[src/hw/ieq_map.vh]
// Constants of the internal event qualifier: register map, digit fields, codes and timing
`ifndef IEQ_MAP_VH
`define IEQ_MAP_VH

// ------------------------------------------------------------
// Register map (word addresses on the plain register port)
// ------------------------------------------------------------
`define IEQ_NUM_EV        5
`define IEQ_OFS_CFG2      4'h0
`define IEQ_OFS_CFG3      4'h1
`define IEQ_OFS_MAIN      4'h2
`define IEQ_OFS_ON_DLY    4'h3
`define IEQ_OFS_OFF_DLY   4'h4
`define IEQ_OFS_EV_STAT   4'h5
`define IEQ_OFS_INT_STAT  8'h60
`define IEQ_OFS_INT_MASK  8'h61
`define IEQ_OFS_GLB_STAT  8'h62

// ------------------------------------------------------------
// Digit fields, one nibble per decimal digit from the right
// ------------------------------------------------------------
`define IEQ_DIG_POL       3:0
`define IEQ_DIG_STBY      7:4
`define IEQ_DIG_RDY       11:8
`define IEQ_DIG_ALM       3:0
`define IEQ_DIG_SPOFF     7:4
`define IEQ_DIG_UNIT      11:8

// ------------------------------------------------------------
// Digit codes
// ------------------------------------------------------------
`define IEQ_POL_REVERSE   4'h1
`define IEQ_STBY_ON       4'h1
`define IEQ_STBY_SPCHG    4'h2
`define IEQ_RDY_FORCE_OFF 4'h1
`define IEQ_ALM_NONE      4'h0
`define IEQ_ALM_DIR_OR    4'h1
`define IEQ_ALM_DIR_AND   4'h2
`define IEQ_ALM_REV_OR    4'h3
`define IEQ_ALM_REV_AND   4'h4
`define IEQ_SPOFF_ON      4'h1
`define IEQ_UNIT_100MS    4'h0
`define IEQ_UNIT_1S       4'h1
`define IEQ_UNIT_1MIN     4'h2

// ------------------------------------------------------------
// Reset values
// ------------------------------------------------------------
`define IEQ_CFG_RST       12'h000
`define IEQ_MAIN_RST      16'h0000
`define IEQ_DLY_RST       14'h0000

// ------------------------------------------------------------
// Timing
// ------------------------------------------------------------
`define IEQ_CLK_NS        4
`define IEQ_TICK_NS       100000000
`define IEQ_SUB_LAST_1S   10'h009
`define IEQ_SUB_LAST_1MIN 10'h257
`define IEQ_DLY_MAX       14'h270f

`endif

[src/hw/ieq_delay.v]
// ON and OFF delay timer of one internal event
`timescale 1ns/1ps
`include "ieq_map.vh"

module ieq_delay (
	// Clock and reset
	input  wire        sys_clk,
	input  wire        rst_b,
	// Time base
	input  wire        tick,
	input  wire [3:0]  unit_sel,
	// Event level and delays
	input  wire        in_lvl,
	input  wire [13:0] on_dly,
	input  wire [13:0] off_dly,
	output reg         out_reg
);

	reg  [9:0]  sub_reg;
	reg  [13:0] cnt_reg;
	wire [9:0]  sub_last;
	wire [13:0] target;

	// Unknown unit codes fall back to the 0.1 s base
	assign sub_last = (unit_sel == `IEQ_UNIT_1S)   ? `IEQ_SUB_LAST_1S :
	                  (unit_sel == `IEQ_UNIT_1MIN) ? `IEQ_SUB_LAST_1MIN : 10'h000; // [RULE12]
	assign target   = in_lvl ? on_dly : off_dly;

	// ------------------------------------------------------------
	// Delay counting
	// ------------------------------------------------------------
	always @(posedge sys_clk) begin
		if (!rst_b) begin
			out_reg <= 1'b0;
			sub_reg <= 10'h000;
			cnt_reg <= 14'h0000;
		end else if (in_lvl == out_reg) begin
			sub_reg <= 10'h000;
			cnt_reg <= 14'h0000;
		end else if (cnt_reg >= target) begin
			out_reg <= in_lvl; // [RULE13]
			sub_reg <= 10'h000;
			cnt_reg <= 14'h0000;
		end else if (tick) begin
			if (sub_reg >= sub_last) begin
				sub_reg <= 10'h000;
				cnt_reg <= cnt_reg + 14'h0001; // [RULE13]
			end else begin
				sub_reg <= sub_reg + 10'h001;
			end
		end
	end

endmodule

[src/hw/ieq_top.v]
// Five internal event qualifiers with register port and interrupt
`timescale 1ns/1ps
`include "ieq_map.vh"

// Notes on behaviour
// [RULE1] Polarity digit: 0 direct, 1 inverted
// [RULE2] Standby digit: none, standby, plus SP re-arm
// [RULE3] READY digit 1 forces event OFF
// [RULE4] Standby holds OFF until raw condition drops
// [RULE5] After standby clears, next ON condition passes
// [RULE6] Standby enabled: OFF in READY, re-arm leaving
// [RULE7] Re-arm only on real setpoint value change
// [RULE8] Alarm digit: none, dir OR/AND, rev OR/AND
// [RULE9] None passes; direct ORs or ANDs alarm-present
// [RULE10] Reverse ORs or ANDs inverted alarm-present
// [RULE11] Special OFF: held OFF when main is zero
// [RULE12] Delay unit digit: 0.1 s, 1 s, 1 min
// [RULE13] ON and OFF delays, up to 9999 units
// [RULE14] Five independent instances, shared alarm and mode
// [RULE15] Fourth digit ignored; stage order fixed
module ieq_top #(
	parameter TICK_CYC = `IEQ_TICK_NS / `IEQ_CLK_NS
) (
	// Clock and reset
	input  wire        sys_clk,
	input  wire        rst_b,
	// Register port
	input  wire [7:0]  reg_addr,
	input  wire [15:0] reg_wdata,
	input  wire        reg_wr,
	input  wire        reg_rd,
	output reg  [15:0] reg_rdata,
	// Event sources
	input  wire [4:0]  event_raw,
	input  wire        alarm_present,
	input  wire        ready_mode,
	input  wire [15:0] sp_value,
	// Event results
	output wire [4:0]  event_out,
	output reg         irq
);

	// ------------------------------------------------------------
	// Helpers
	// ------------------------------------------------------------
	function [13:0] dly_clamp;
		input [15:0] val;
		begin
			if (val > {2'b00, `IEQ_DLY_MAX})
				dly_clamp = `IEQ_DLY_MAX;
			else
				dly_clamp = val[13:0];
		end
	endfunction

	function ev_hit;
		input [7:0] addr;
		input [3:0] ofs;
		input [2:0] idx;
		begin
			ev_hit = (addr[7] == 1'b0) && (addr[6:4] == idx) && (addr[3:0] == ofs);
		end
	endfunction

	function stby_enabled;
		input [3:0] dig;
		begin
			stby_enabled = (dig == `IEQ_STBY_ON) || (dig == `IEQ_STBY_SPCHG);
		end
	endfunction

	// ------------------------------------------------------------
	// Storage
	// ------------------------------------------------------------
	reg  [11:0] cfg2_reg    [0:4];
	reg  [11:0] cfg3_reg    [0:4];
	reg  [15:0] main_reg    [0:4];
	reg  [13:0] on_dly_reg  [0:4];
	reg  [13:0] off_dly_reg [0:4];
	reg  [4:0]  standby_reg;
	reg  [4:0]  int_stat_reg;
	reg  [4:0]  int_mask_reg;
	reg  [4:0]  out_prev_reg;
	reg         ready_prev_reg;
	reg  [15:0] sp_prev_reg;
	reg  [24:0] tick_cnt_reg;
	reg         tick_reg;
	reg  [15:0] rdata_next;
	wire [4:0]  int_stat_next;
	wire [4:0]  final_lvl;
	wire        run_start;
	wire        sp_change;
	integer     i;

	// ------------------------------------------------------------
	// Shared time base and mode edges
	// ------------------------------------------------------------
	always @(posedge sys_clk) begin
		if (!rst_b) begin
			tick_cnt_reg <= 25'h0000000;
			tick_reg     <= 1'b0;
		end else if (tick_cnt_reg >= TICK_CYC[24:0] - 25'h0000001) begin
			tick_cnt_reg <= 25'h0000000;
			tick_reg     <= 1'b1;
		end else begin
			tick_cnt_reg <= tick_cnt_reg + 25'h0000001;
			tick_reg     <= 1'b0;
		end
	end

	always @(posedge sys_clk) begin
		if (!rst_b) begin
			ready_prev_reg <= 1'b0;
			sp_prev_reg    <= 16'h0000;
		end else begin
			ready_prev_reg <= ready_mode;
			sp_prev_reg    <= sp_value;
		end
	end

	assign run_start = ready_prev_reg & ~ready_mode; // [RULE6]
	// Group changes that leave the value alone do not show here
	assign sp_change = (sp_value != sp_prev_reg); // [RULE7]

	// ------------------------------------------------------------
	// Configuration registers
	// ------------------------------------------------------------
	always @(posedge sys_clk) begin
		if (!rst_b) begin
			for (i = 0; i < `IEQ_NUM_EV; i = i + 1) begin
				cfg2_reg[i]    <= `IEQ_CFG_RST; // [RULE1]
				cfg3_reg[i]    <= `IEQ_CFG_RST; // [RULE8]
				main_reg[i]    <= `IEQ_MAIN_RST;
				on_dly_reg[i]  <= `IEQ_DLY_RST;
				off_dly_reg[i] <= `IEQ_DLY_RST;
			end
			int_mask_reg <= 5'h00;
		end else if (reg_wr) begin
			for (i = 0; i < `IEQ_NUM_EV; i = i + 1) begin
				// Fourth digit is not stored
				if (ev_hit(reg_addr, `IEQ_OFS_CFG2, i[2:0]))
					cfg2_reg[i] <= reg_wdata[11:0]; // [RULE15]
				if (ev_hit(reg_addr, `IEQ_OFS_CFG3, i[2:0]))
					cfg3_reg[i] <= reg_wdata[11:0]; // [RULE15]
				if (ev_hit(reg_addr, `IEQ_OFS_MAIN, i[2:0]))
					main_reg[i] <= reg_wdata;
				if (ev_hit(reg_addr, `IEQ_OFS_ON_DLY, i[2:0]))
					on_dly_reg[i] <= dly_clamp(reg_wdata); // [RULE13]
				if (ev_hit(reg_addr, `IEQ_OFS_OFF_DLY, i[2:0]))
					off_dly_reg[i] <= dly_clamp(reg_wdata); // [RULE13]
			end
			if (reg_addr == `IEQ_OFS_INT_MASK)
				int_mask_reg <= reg_wdata[4:0];
		end
	end

	// ------------------------------------------------------------
	// Per-event qualifier stages
	// ------------------------------------------------------------
	genvar gi;
	generate
		for (gi = 0; gi < `IEQ_NUM_EV; gi = gi + 1) begin : g_ev
			wire       pol_lvl;
			wire       stby_en;
			wire       forced_off;
			wire       staged_lvl;
			reg        comb_lvl;
			wire       spoff;

			assign pol_lvl = event_raw[gi] ^
			                 (cfg2_reg[gi][`IEQ_DIG_POL] == `IEQ_POL_REVERSE); // [RULE1]
			assign stby_en = stby_enabled(cfg2_reg[gi][`IEQ_DIG_STBY]); // [RULE2]

			// Standby is judged on the condition before polarity
			always @(posedge sys_clk) begin
				if (!rst_b)
					standby_reg[gi] <= 1'b1; // [RULE4]
				else if (!stby_en)
					standby_reg[gi] <= 1'b0; // [RULE2]
				else if (run_start)
					standby_reg[gi] <= 1'b1; // [RULE6]
				else if (sp_change &&
				         cfg2_reg[gi][`IEQ_DIG_STBY] == `IEQ_STBY_SPCHG)
					standby_reg[gi] <= 1'b1; // [RULE7]
				else if (!event_raw[gi])
					standby_reg[gi] <= 1'b0; // [RULE5]
			end

			assign forced_off = (stby_en && (ready_mode || standby_reg[gi])) || // [RULE6] [RULE4]
			                    (ready_mode &&
			                     cfg2_reg[gi][`IEQ_DIG_RDY] == `IEQ_RDY_FORCE_OFF); // [RULE3]
			assign staged_lvl = pol_lvl & ~forced_off; // [RULE15]

			always @* begin
				case (cfg3_reg[gi][`IEQ_DIG_ALM])
				`IEQ_ALM_DIR_OR:  comb_lvl = staged_lvl | alarm_present; // [RULE9]
				`IEQ_ALM_DIR_AND: comb_lvl = staged_lvl & alarm_present; // [RULE9]
				`IEQ_ALM_REV_OR:  comb_lvl = staged_lvl | ~alarm_present; // [RULE10]
				`IEQ_ALM_REV_AND: comb_lvl = staged_lvl & ~alarm_present; // [RULE10]
				default:          comb_lvl = staged_lvl; // [RULE9]
				endcase
			end

			assign spoff = (cfg3_reg[gi][`IEQ_DIG_SPOFF] == `IEQ_SPOFF_ON) &&
			               (main_reg[gi] == 16'h0000);
			assign final_lvl[gi] = comb_lvl & ~spoff; // [RULE11]

			ieq_delay u_delay (
				.sys_clk  (sys_clk),
				.rst_b    (rst_b),
				.tick     (tick_reg),
				.unit_sel (cfg3_reg[gi][`IEQ_DIG_UNIT]),
				.in_lvl   (final_lvl[gi]),
				.on_dly   (on_dly_reg[gi]),
				.off_dly  (off_dly_reg[gi]),
				.out_reg  (event_out[gi])
			); // [RULE14] [RULE12]
		end
	endgenerate

	// ------------------------------------------------------------
	// Interrupt: rising event outputs set sticky bits
	// ------------------------------------------------------------
	assign int_stat_next = (int_stat_reg &
	                        ~((reg_wr && reg_addr == `IEQ_OFS_INT_STAT) ? reg_wdata[4:0]
	                                                                   : 5'h00)) |
	                       (event_out & ~out_prev_reg);

	always @(posedge sys_clk) begin
		if (!rst_b) begin
			int_stat_reg <= 5'h00;
			out_prev_reg <= 5'h00;
			irq          <= 1'b0;
		end else begin
			int_stat_reg <= int_stat_next;
			out_prev_reg <= event_out;
			irq          <= |(int_stat_next & int_mask_reg);
		end
	end

	// ------------------------------------------------------------
	// Read path
	// ------------------------------------------------------------
	always @* begin
		rdata_next = 16'h0000;
		for (i = 0; i < `IEQ_NUM_EV; i = i + 1) begin
			if (ev_hit(reg_addr, `IEQ_OFS_CFG2, i[2:0]))
				rdata_next = {4'h0, cfg2_reg[i]};
			if (ev_hit(reg_addr, `IEQ_OFS_CFG3, i[2:0]))
				rdata_next = {4'h0, cfg3_reg[i]};
			if (ev_hit(reg_addr, `IEQ_OFS_MAIN, i[2:0]))
				rdata_next = main_reg[i];
			if (ev_hit(reg_addr, `IEQ_OFS_ON_DLY, i[2:0]))
				rdata_next = {2'b00, on_dly_reg[i]};
			if (ev_hit(reg_addr, `IEQ_OFS_OFF_DLY, i[2:0]))
				rdata_next = {2'b00, off_dly_reg[i]};
			if (ev_hit(reg_addr, `IEQ_OFS_EV_STAT, i[2:0]))
				rdata_next = {12'h000, event_raw[i], standby_reg[i],
				              final_lvl[i], event_out[i]};
		end
		if (reg_addr == `IEQ_OFS_INT_STAT)
			rdata_next = {11'h000, int_stat_reg};
		if (reg_addr == `IEQ_OFS_INT_MASK)
			rdata_next = {11'h000, int_mask_reg};
		if (reg_addr == `IEQ_OFS_GLB_STAT)
			rdata_next = {9'h000, event_out, alarm_present, ready_mode};
	end

	always @(posedge sys_clk) begin
		if (!rst_b)
			reg_rdata <= 16'h0000;
		else if (reg_rd)
			reg_rdata <= rdata_next;
		else
			reg_rdata <= 16'h0000;
	end

endmodule

[config.mk]
export PLATFORM = sky130hd
export DESIGN_NAME = ieq_top
export DESIGN_NICKNAME = d
export VERILOG_FILES = /design/src/hw/ieq_delay.v /design/src/hw/ieq_top.v
export VERILOG_INCLUDE_DIRS = /design/src /design/src/hw
export SDC_FILE = /design/constraint.sdc
export NUM_CORES = 1
export LEC_CHECK = 0
export BUFFER_PORTS_ARGS = -buffer_cell sky130_fd_sc_hd__buf_2
export CAP_MARGIN = 20
export CORE_UTILIZATION = 40
export DETAILED_ROUTE_END_ITERATION = 7
export PLACE_DENSITY_LB_ADDON = 0.2
export SLEW_MARGIN = 5
export SYNTH_ARGS = -nofsm -noshare
export SYNTH_HDL_FRONTEND = slang
export SYNTH_SLANG_ARGS = --single-unit
[constraint.sdc]
create_clock -name sys_clk -period 10.5 [get_ports sys_clk]
set_input_delay 1.05 -clock sys_clk [delete_from_list [all_inputs] [get_ports sys_clk]]
set_output_delay 1.05 -clock sys_clk [all_outputs]
set_load 0.05 [all_outputs]
== Word-level counts from Yosys, hierarchy flattened ==
Memories as Yosys holds them, arrays and structs flattened.
Index checks and enable logic that the tools add are counted.

* Bits in registers: 205
* RAM bits: 340
* Output and inout bits: 22
* Memories kept: 5

* $add $sub $neg: 11
* Magnitude comparators: 12
* Equality and inequality tests: 78
* Muxes and demuxes: 237
* Bitwise gates (word level): 87
* Reduce and logical (&&, ||, !) cells: 99

{| class="wikitable"
|+ Memory list
! memory !! depth !! bits a word !! read ports !! clocked after Yosys merged registers in !! wr ports !! line !! RTL
|-
| main_reg || 5 || 16 || 5 || 0 || 5 || ieq_top.v:77 || <nowiki>reg [15:0] main_reg [0:4];</nowiki>
|-
| off_dly_reg || 5 || 14 || 5 || 0 || 5 || ieq_top.v:79 || <nowiki>reg [13:0] off_dly_reg [0:4];</nowiki>
|-
| on_dly_reg || 5 || 14 || 5 || 0 || 5 || ieq_top.v:78 || <nowiki>reg [13:0] on_dly_reg [0:4];</nowiki>
|-
| cfg2_reg || 5 || 12 || 5 || 0 || 5 || ieq_top.v:75 || <nowiki>reg [11:0] cfg2_reg [0:4];</nowiki>
|-
| cfg3_reg || 5 || 12 || 5 || 0 || 5 || ieq_top.v:76 || <nowiki>reg [11:0] cfg3_reg [0:4];</nowiki>
|}

{| class="wikitable"
|+ Operators with widths
! kind !! count
|-
| $mux W14 || 48
|-
| $mux W16 || 31
|-
| $mux W10 || 15
|-
| $mux W12 || 11
|-
| $eq A4 B1 Y1 const B || 31
|-
| $mux W1 || 122
|-
| $eq A4 B2 Y1 const B || 22
|-
| $logic_not A16 Y1 || 5
|-
| $add A14 B1 Y14 const B || 5
|-
| $ge A14 B14 Y1 || 5
|-
| $logic_and A1 B1 Y1 || 56
|-
| $add A10 B1 Y10 const B || 5
|-
| $ge A10 B10 Y1 || 5
|-
| $or A1 B1 Y1 || 35
|-
| $eq A4 B3 Y1 const B || 7
|-
| $mux W7 || 4
|-
| $add A25 B1 Y25 const B || 1
|-
| $ge A25 B25 Y1 const B || 1
|-
| $eq A8 B7 Y1 const B || 3
|-
| $reduce_and A2 Y1 || 12
|-
| $and A1 B1 Y1 || 21
|-
| $ne A4 B3 Y1 const B || 5
|-
| $not A1 Y1 || 20
|-
| $pmux W1 S4 || 5
|-
| other kinds (19) || 49
|}

== Logic depth before layout (Yosys ltp) ==
An unclocked memory read counts as a cell.

* Depth in word-level cells: 38
* Gate-level depth with buffers: 18
* Mapped depth without buffers: 14

== By module ==
Synthesis repeated with hierarchy kept, for this count alone.

* Cells, all modules: 2,588
* Area, all modules: 27,900.5 um^2

{| class="wikitable"
|+ Modules (own cells, without submodules)
! module !! instances !! cells an instance !! area an instance (um^2) !! seq. area each (um^2)
|-
| ieq_top || 1 || 1,501 || 18,476.5 || 11,811.3
|-
| ieq_delay at g_ev[1].u_delay ... || 2 || 240 || 2,021.9 || 500.5
|-
| ieq_delay at g_ev[0].u_delay ... || 2 || 201 || 1,800.5 || 500.5
|-
| ieq_delay at g_ev[3].u_delay || 1 || 205 || 1,779.2 || 500.5
|}

== Worst setup path before layout ==
OpenSTA, ideal clock, no wires.

* Path type: input -> register
* Start point: in alarm_present
* End point: reg g_ev[0].u_delay.sub_reg[6]
* Setup time: 78 ps
* Data arrival time: 4,440 ps
* Data required time: 10,422 ps
* Slack: 5,981 ps
* Stages on the path: 17
* Cells stage by stage: buf_2 buf_2 nor2_1 a21oi_1 o32ai_1 a21oi_2 clkbuf_1 mux2i_1 ha_1 a21o_1 a21o_1 a2111oi_0 o31ai_1 nand2_1 nand3_1 clkbuf_1 nor3_1

* Longest elaborated chain between the ends: 7
* Elaborated cells between the ends (all ways): 11

{| class="wikitable"
|+ Ends and longest elaborated chain
! element !! line !! RTL
|-
| from (decl) || ieq_top.v:35 || <nowiki>input wire alarm_present,</nowiki>
|-
| $not A1 Y1 || ieq_top.v:198, ieq_top.v:199 ||
|-
| $and A1 B1 Y1 or $or A1 B1 Y1 (tied branches) || ieq_top.v:199, ieq_top.v:198 ||
|-
| $pmux W1 S4 * || ieq_top.v:195 || <nowiki>case (cfg3_reg[gi][`IEQ_DIG_ALM])</nowiki>
|-
| $and A1 B1 Y1 * || ieq_top.v:206 || <nowiki>assign final_lvl[gi] = comb_lvl & ~spoff;</nowiki>
|-
| $mux W14 || ieq_delay.v:27 || <nowiki>assign target = in_lvl ? on_dly : off_dly;</nowiki>
|-
| $ge A14 B14 Y1 || ieq_delay.v:40 || <nowiki>end else if (cnt_reg >= target) begin</nowiki>
|-
| $reduce_or A3 Y1 (no line) * || n/a ||
|-
| to (signal assigned) || ieq_delay.v:49 || <nowiki>sub_reg <= sub_reg + 10'h001;</nowiki>
|-
| to (decl) || ieq_delay.v:19 || <nowiki>reg [9:0] sub_reg;</nowiki>
|}

Mark *: on every way between the ends. The rest lies on a longest branch, timed or not.
A chain may end at the register's enable or synchronous reset.

==> results.yml <==
critical_path:
  critPathKind: "flop to flop"
  critPathRequiredTime_ns: 11.02
  worst_setup_path_start_kind: "flop"
  reg2reg_depth: 14
  crit_top_cell: "a21o_1"
  max_stage_delay_ns: 0.68
  crit_start: "cfg2_reg[0][38]"
  critPathTopFamily: "simple AND/OR/NAND/NOR gates"
  path_max_fanout: 24
  crit_path_end_kind: "flop"
  crit_buf_inv: 1
  reg2reg_from: "cfg2_reg[0][38]"
  slowest_stage: "nand3_1"
  critical_path_depth: 14
  worstPathCellList: "nor4b_1 -> xnor2_1 -> a211o_1 -> a21oi_2 -> buf_4 -> mux2i_1 -> ha_1 -> a21o_1 -> a21o_1 -> a2111oi_0 -> o31ai_1 -> nand2_1 -> nand3_1 -> nor3_1"
  cp.arrival_ns: 5.44
logic_synthesis:
  synth_edf_count: 340
  yosys.area.top_type_share_pct: 37.24
  async_flop_share_pct: 0
  yosysTopAreaCell: "edfxtp_1"
  synth.distinct_cells: 82
  ys_top_cells_by_area: "edfxtp_1 (37%), dfxtp_1 (15%), ha_1 (5.3%)"
  synth_area_um2: 27420
  synthCells: 2598
  yosys-top-cells-count: "edfxtp_1 (340), nor2_1 (241), dfxtp_1 (205), nand2_1 (201), a21oi_1 (132)"
  post-synth-top-count-cell: "edfxtp_1"
  synth_flop_cell: "edfxtp_1"
  post_synth.cell_area_avg_um2: 10.55
  yosysSeqAreaShare_pct: 52.20
  yosys_warnings: 0
  ys_ff_latch: 545
  syn_nets: 2765
sta:
  finalCritPeriodShare_pct: 46.80
  max_slew_margin_pct: 11.70
  hold_violations: 0
  fin_crit_ns: 4.914
  tightest_slew_ns: 1.320
  rsz0062_at_grt: "false"
  setup_tns_ns: 0
  finalSetupViolations: 0
  skew_ns: 0.05354
  finalMaxSlewViolations: 0
  max_clock_freq_mhz: 203.5
power_and_ir_drop:
  netSwitchingFraction_pct: 25.22
  power_switching_mw: 1.248
  peakVddDrop_mv: 0.1458
  pwr-share-comb_pct: 7.8
  leakage_nw: 11.26
  seqPwrFrac_pct: 49.0
  power.density_nw_per_um2: 160.8
  pwr-share-clk_pct: 43.3
  internal-power_mw: 3.701
placement:
  place.port_buffers: 72
  place_area_um2: 28780
  place_hpwl_um: 78640
  dpl.cell_count: 3461
  place_congestion: 1.073
global_route:
  grt-ovfl-total: 0
  grt_pass1_wl_um: 151700
  grt_max_degree: 51
  grt_pass1_vias: 21860
  grt_usage_pct: 30.02
  antenna_found_initial: 3
layout:
  n_fill_cell: 6272
  layout.cells.non_filler: 3578
  largest_reg_flops: 80
  nets: 2821
  drive_gt1_share_pct: 10.06
  final_cell_area_um2: 30790
  area_growth_pct: 12.28
clocking:
  post_cts_buffers: 0
  path_clk_slew_ns: 0.06
  cts_buffer_depth: 3
  clk_latency_ns: 0.67
  cts_buffers: 59
  cts_resized: 0
  hold_buffers: 0
  cts_tree: "yes"
  clock_sinks: 545
  root_buffer: "clkbuf_16"
  htreeDepth: 2
detailed_routing:
  dr.first_iter.drc_count: 2975
  viasPerCell: 6.323
  wl_per_cell_um: 29.69
  drtAntennaViolNets: 0
  wl_um: 106200
  drtPass1Iterations: 8
  dr_total_vias: 22630
  route.detailed.drc: 0
floorplanning:
  start_util_pct: 40.61
  io_pins: 73
  fp.dieW_um: 263.8
  die_area_um2: 69600
  core-area_um2: 67510
  die_y_um: 263.8
  rows: 95
outcome:
  status: "complete, no violations"
worst_hold_path:
  hold_path.class: "flop to flop"
  min_path_cells: 2
  worstHoldStart: "tick_cnt_reg[24]"
flow_run:
  drv_cap: 0
per-layer routing:
layer	global-route usage (%)	up-vias	share of wire [%]
met1	40.51	11090	40
met5	0	-	0
met4	15.13	0	5.7
met3	8.305	301	12
met2	44.03	1378	42
li1	-	9859	-
cell type report:
class                   count  area (µm²)  area share [%]
inverters                  60       225.2          0.7316
clock inverters            39       386.6           1.256
diodes                      2       5.005         0.01626
repair buffers            126       800.8           2.601
multi-input cells        1862       12400           40.28
clock buffers              71        1562           5.072
well taps                 873        1092           3.548
flip-flops and latches    545       14310           46.49
metrics by stage:
stage                     setup slack [ns]  utilization, %  power (mW)  hold WS, ns
after CTS                            5.687           45.52       4.946       0.4667
after global placement               5.491           42.52       2.830       0.4459
final                                5.586           45.60       4.949       0.4695
after floorplan                      5.981               -       2.667       0.4356
after global routing                 5.347           45.59       5.067       0.4966
after detailed placement             5.297           42.63       2.838       0.4589
power groups by stage:
stage / Sequential, mW / Combinational, mW / Clock (mW)
after global placement: 2.46 / 0.366 / 0
after detailed placement: 2.46 / 0.373 / 0
after CTS: 2.42 / 0.375 / 2.15
after global routing: 2.43 / 0.407 / 2.23
after floorplan: 2.43 / 0.238 / 0
final: 2.42 / 0.384 / 2.14
cell families (layout without fill, tap and decap cells):
group                      Yosys count  after routing  synth area share [%]
and+or+nand+nor                    955            955                 17.79
DFF                                545            545                 52.20
AOI/OAI and AO/OA                  540            540                 13.15
buffers and inverters              191            296                 2.852
xor gates and xnor gates           157            157                 5.015
adders and majority gates          116            116                 5.293
muxes                               94             94                 3.696
other                                0              2                     0
cells in the final DEF, fill, tap and decap left out, types with 71 or more instances in the layout:
cell type	n
a21oi_1	132
and3_1	71
buf_2	73
dfxtp_1	205
edfxtp_1	340
ha_1	116
mux2i_1	81
nand2_1	201
nand3_1	111
nor2_1	241
o21ai_0	99
xor2_1	109
tightest hold or removal path, stage by stage (launching register included):
cell,delay (ns)
dfxtp_1,0.33
nand2_1,0.06
nor2_1,0.03
final timing paths:
check | end | slack, ns
setup / recovery | g_ev[3].u_delay.sub_reg[6] | 5.59
hold / removal | tick_reg | 0.47
setup reg to reg | g_ev[3].u_delay.sub_reg[6] | 5.59
hold reg to reg | tick_reg | 0.47
(Power assumes the default switching activity.)
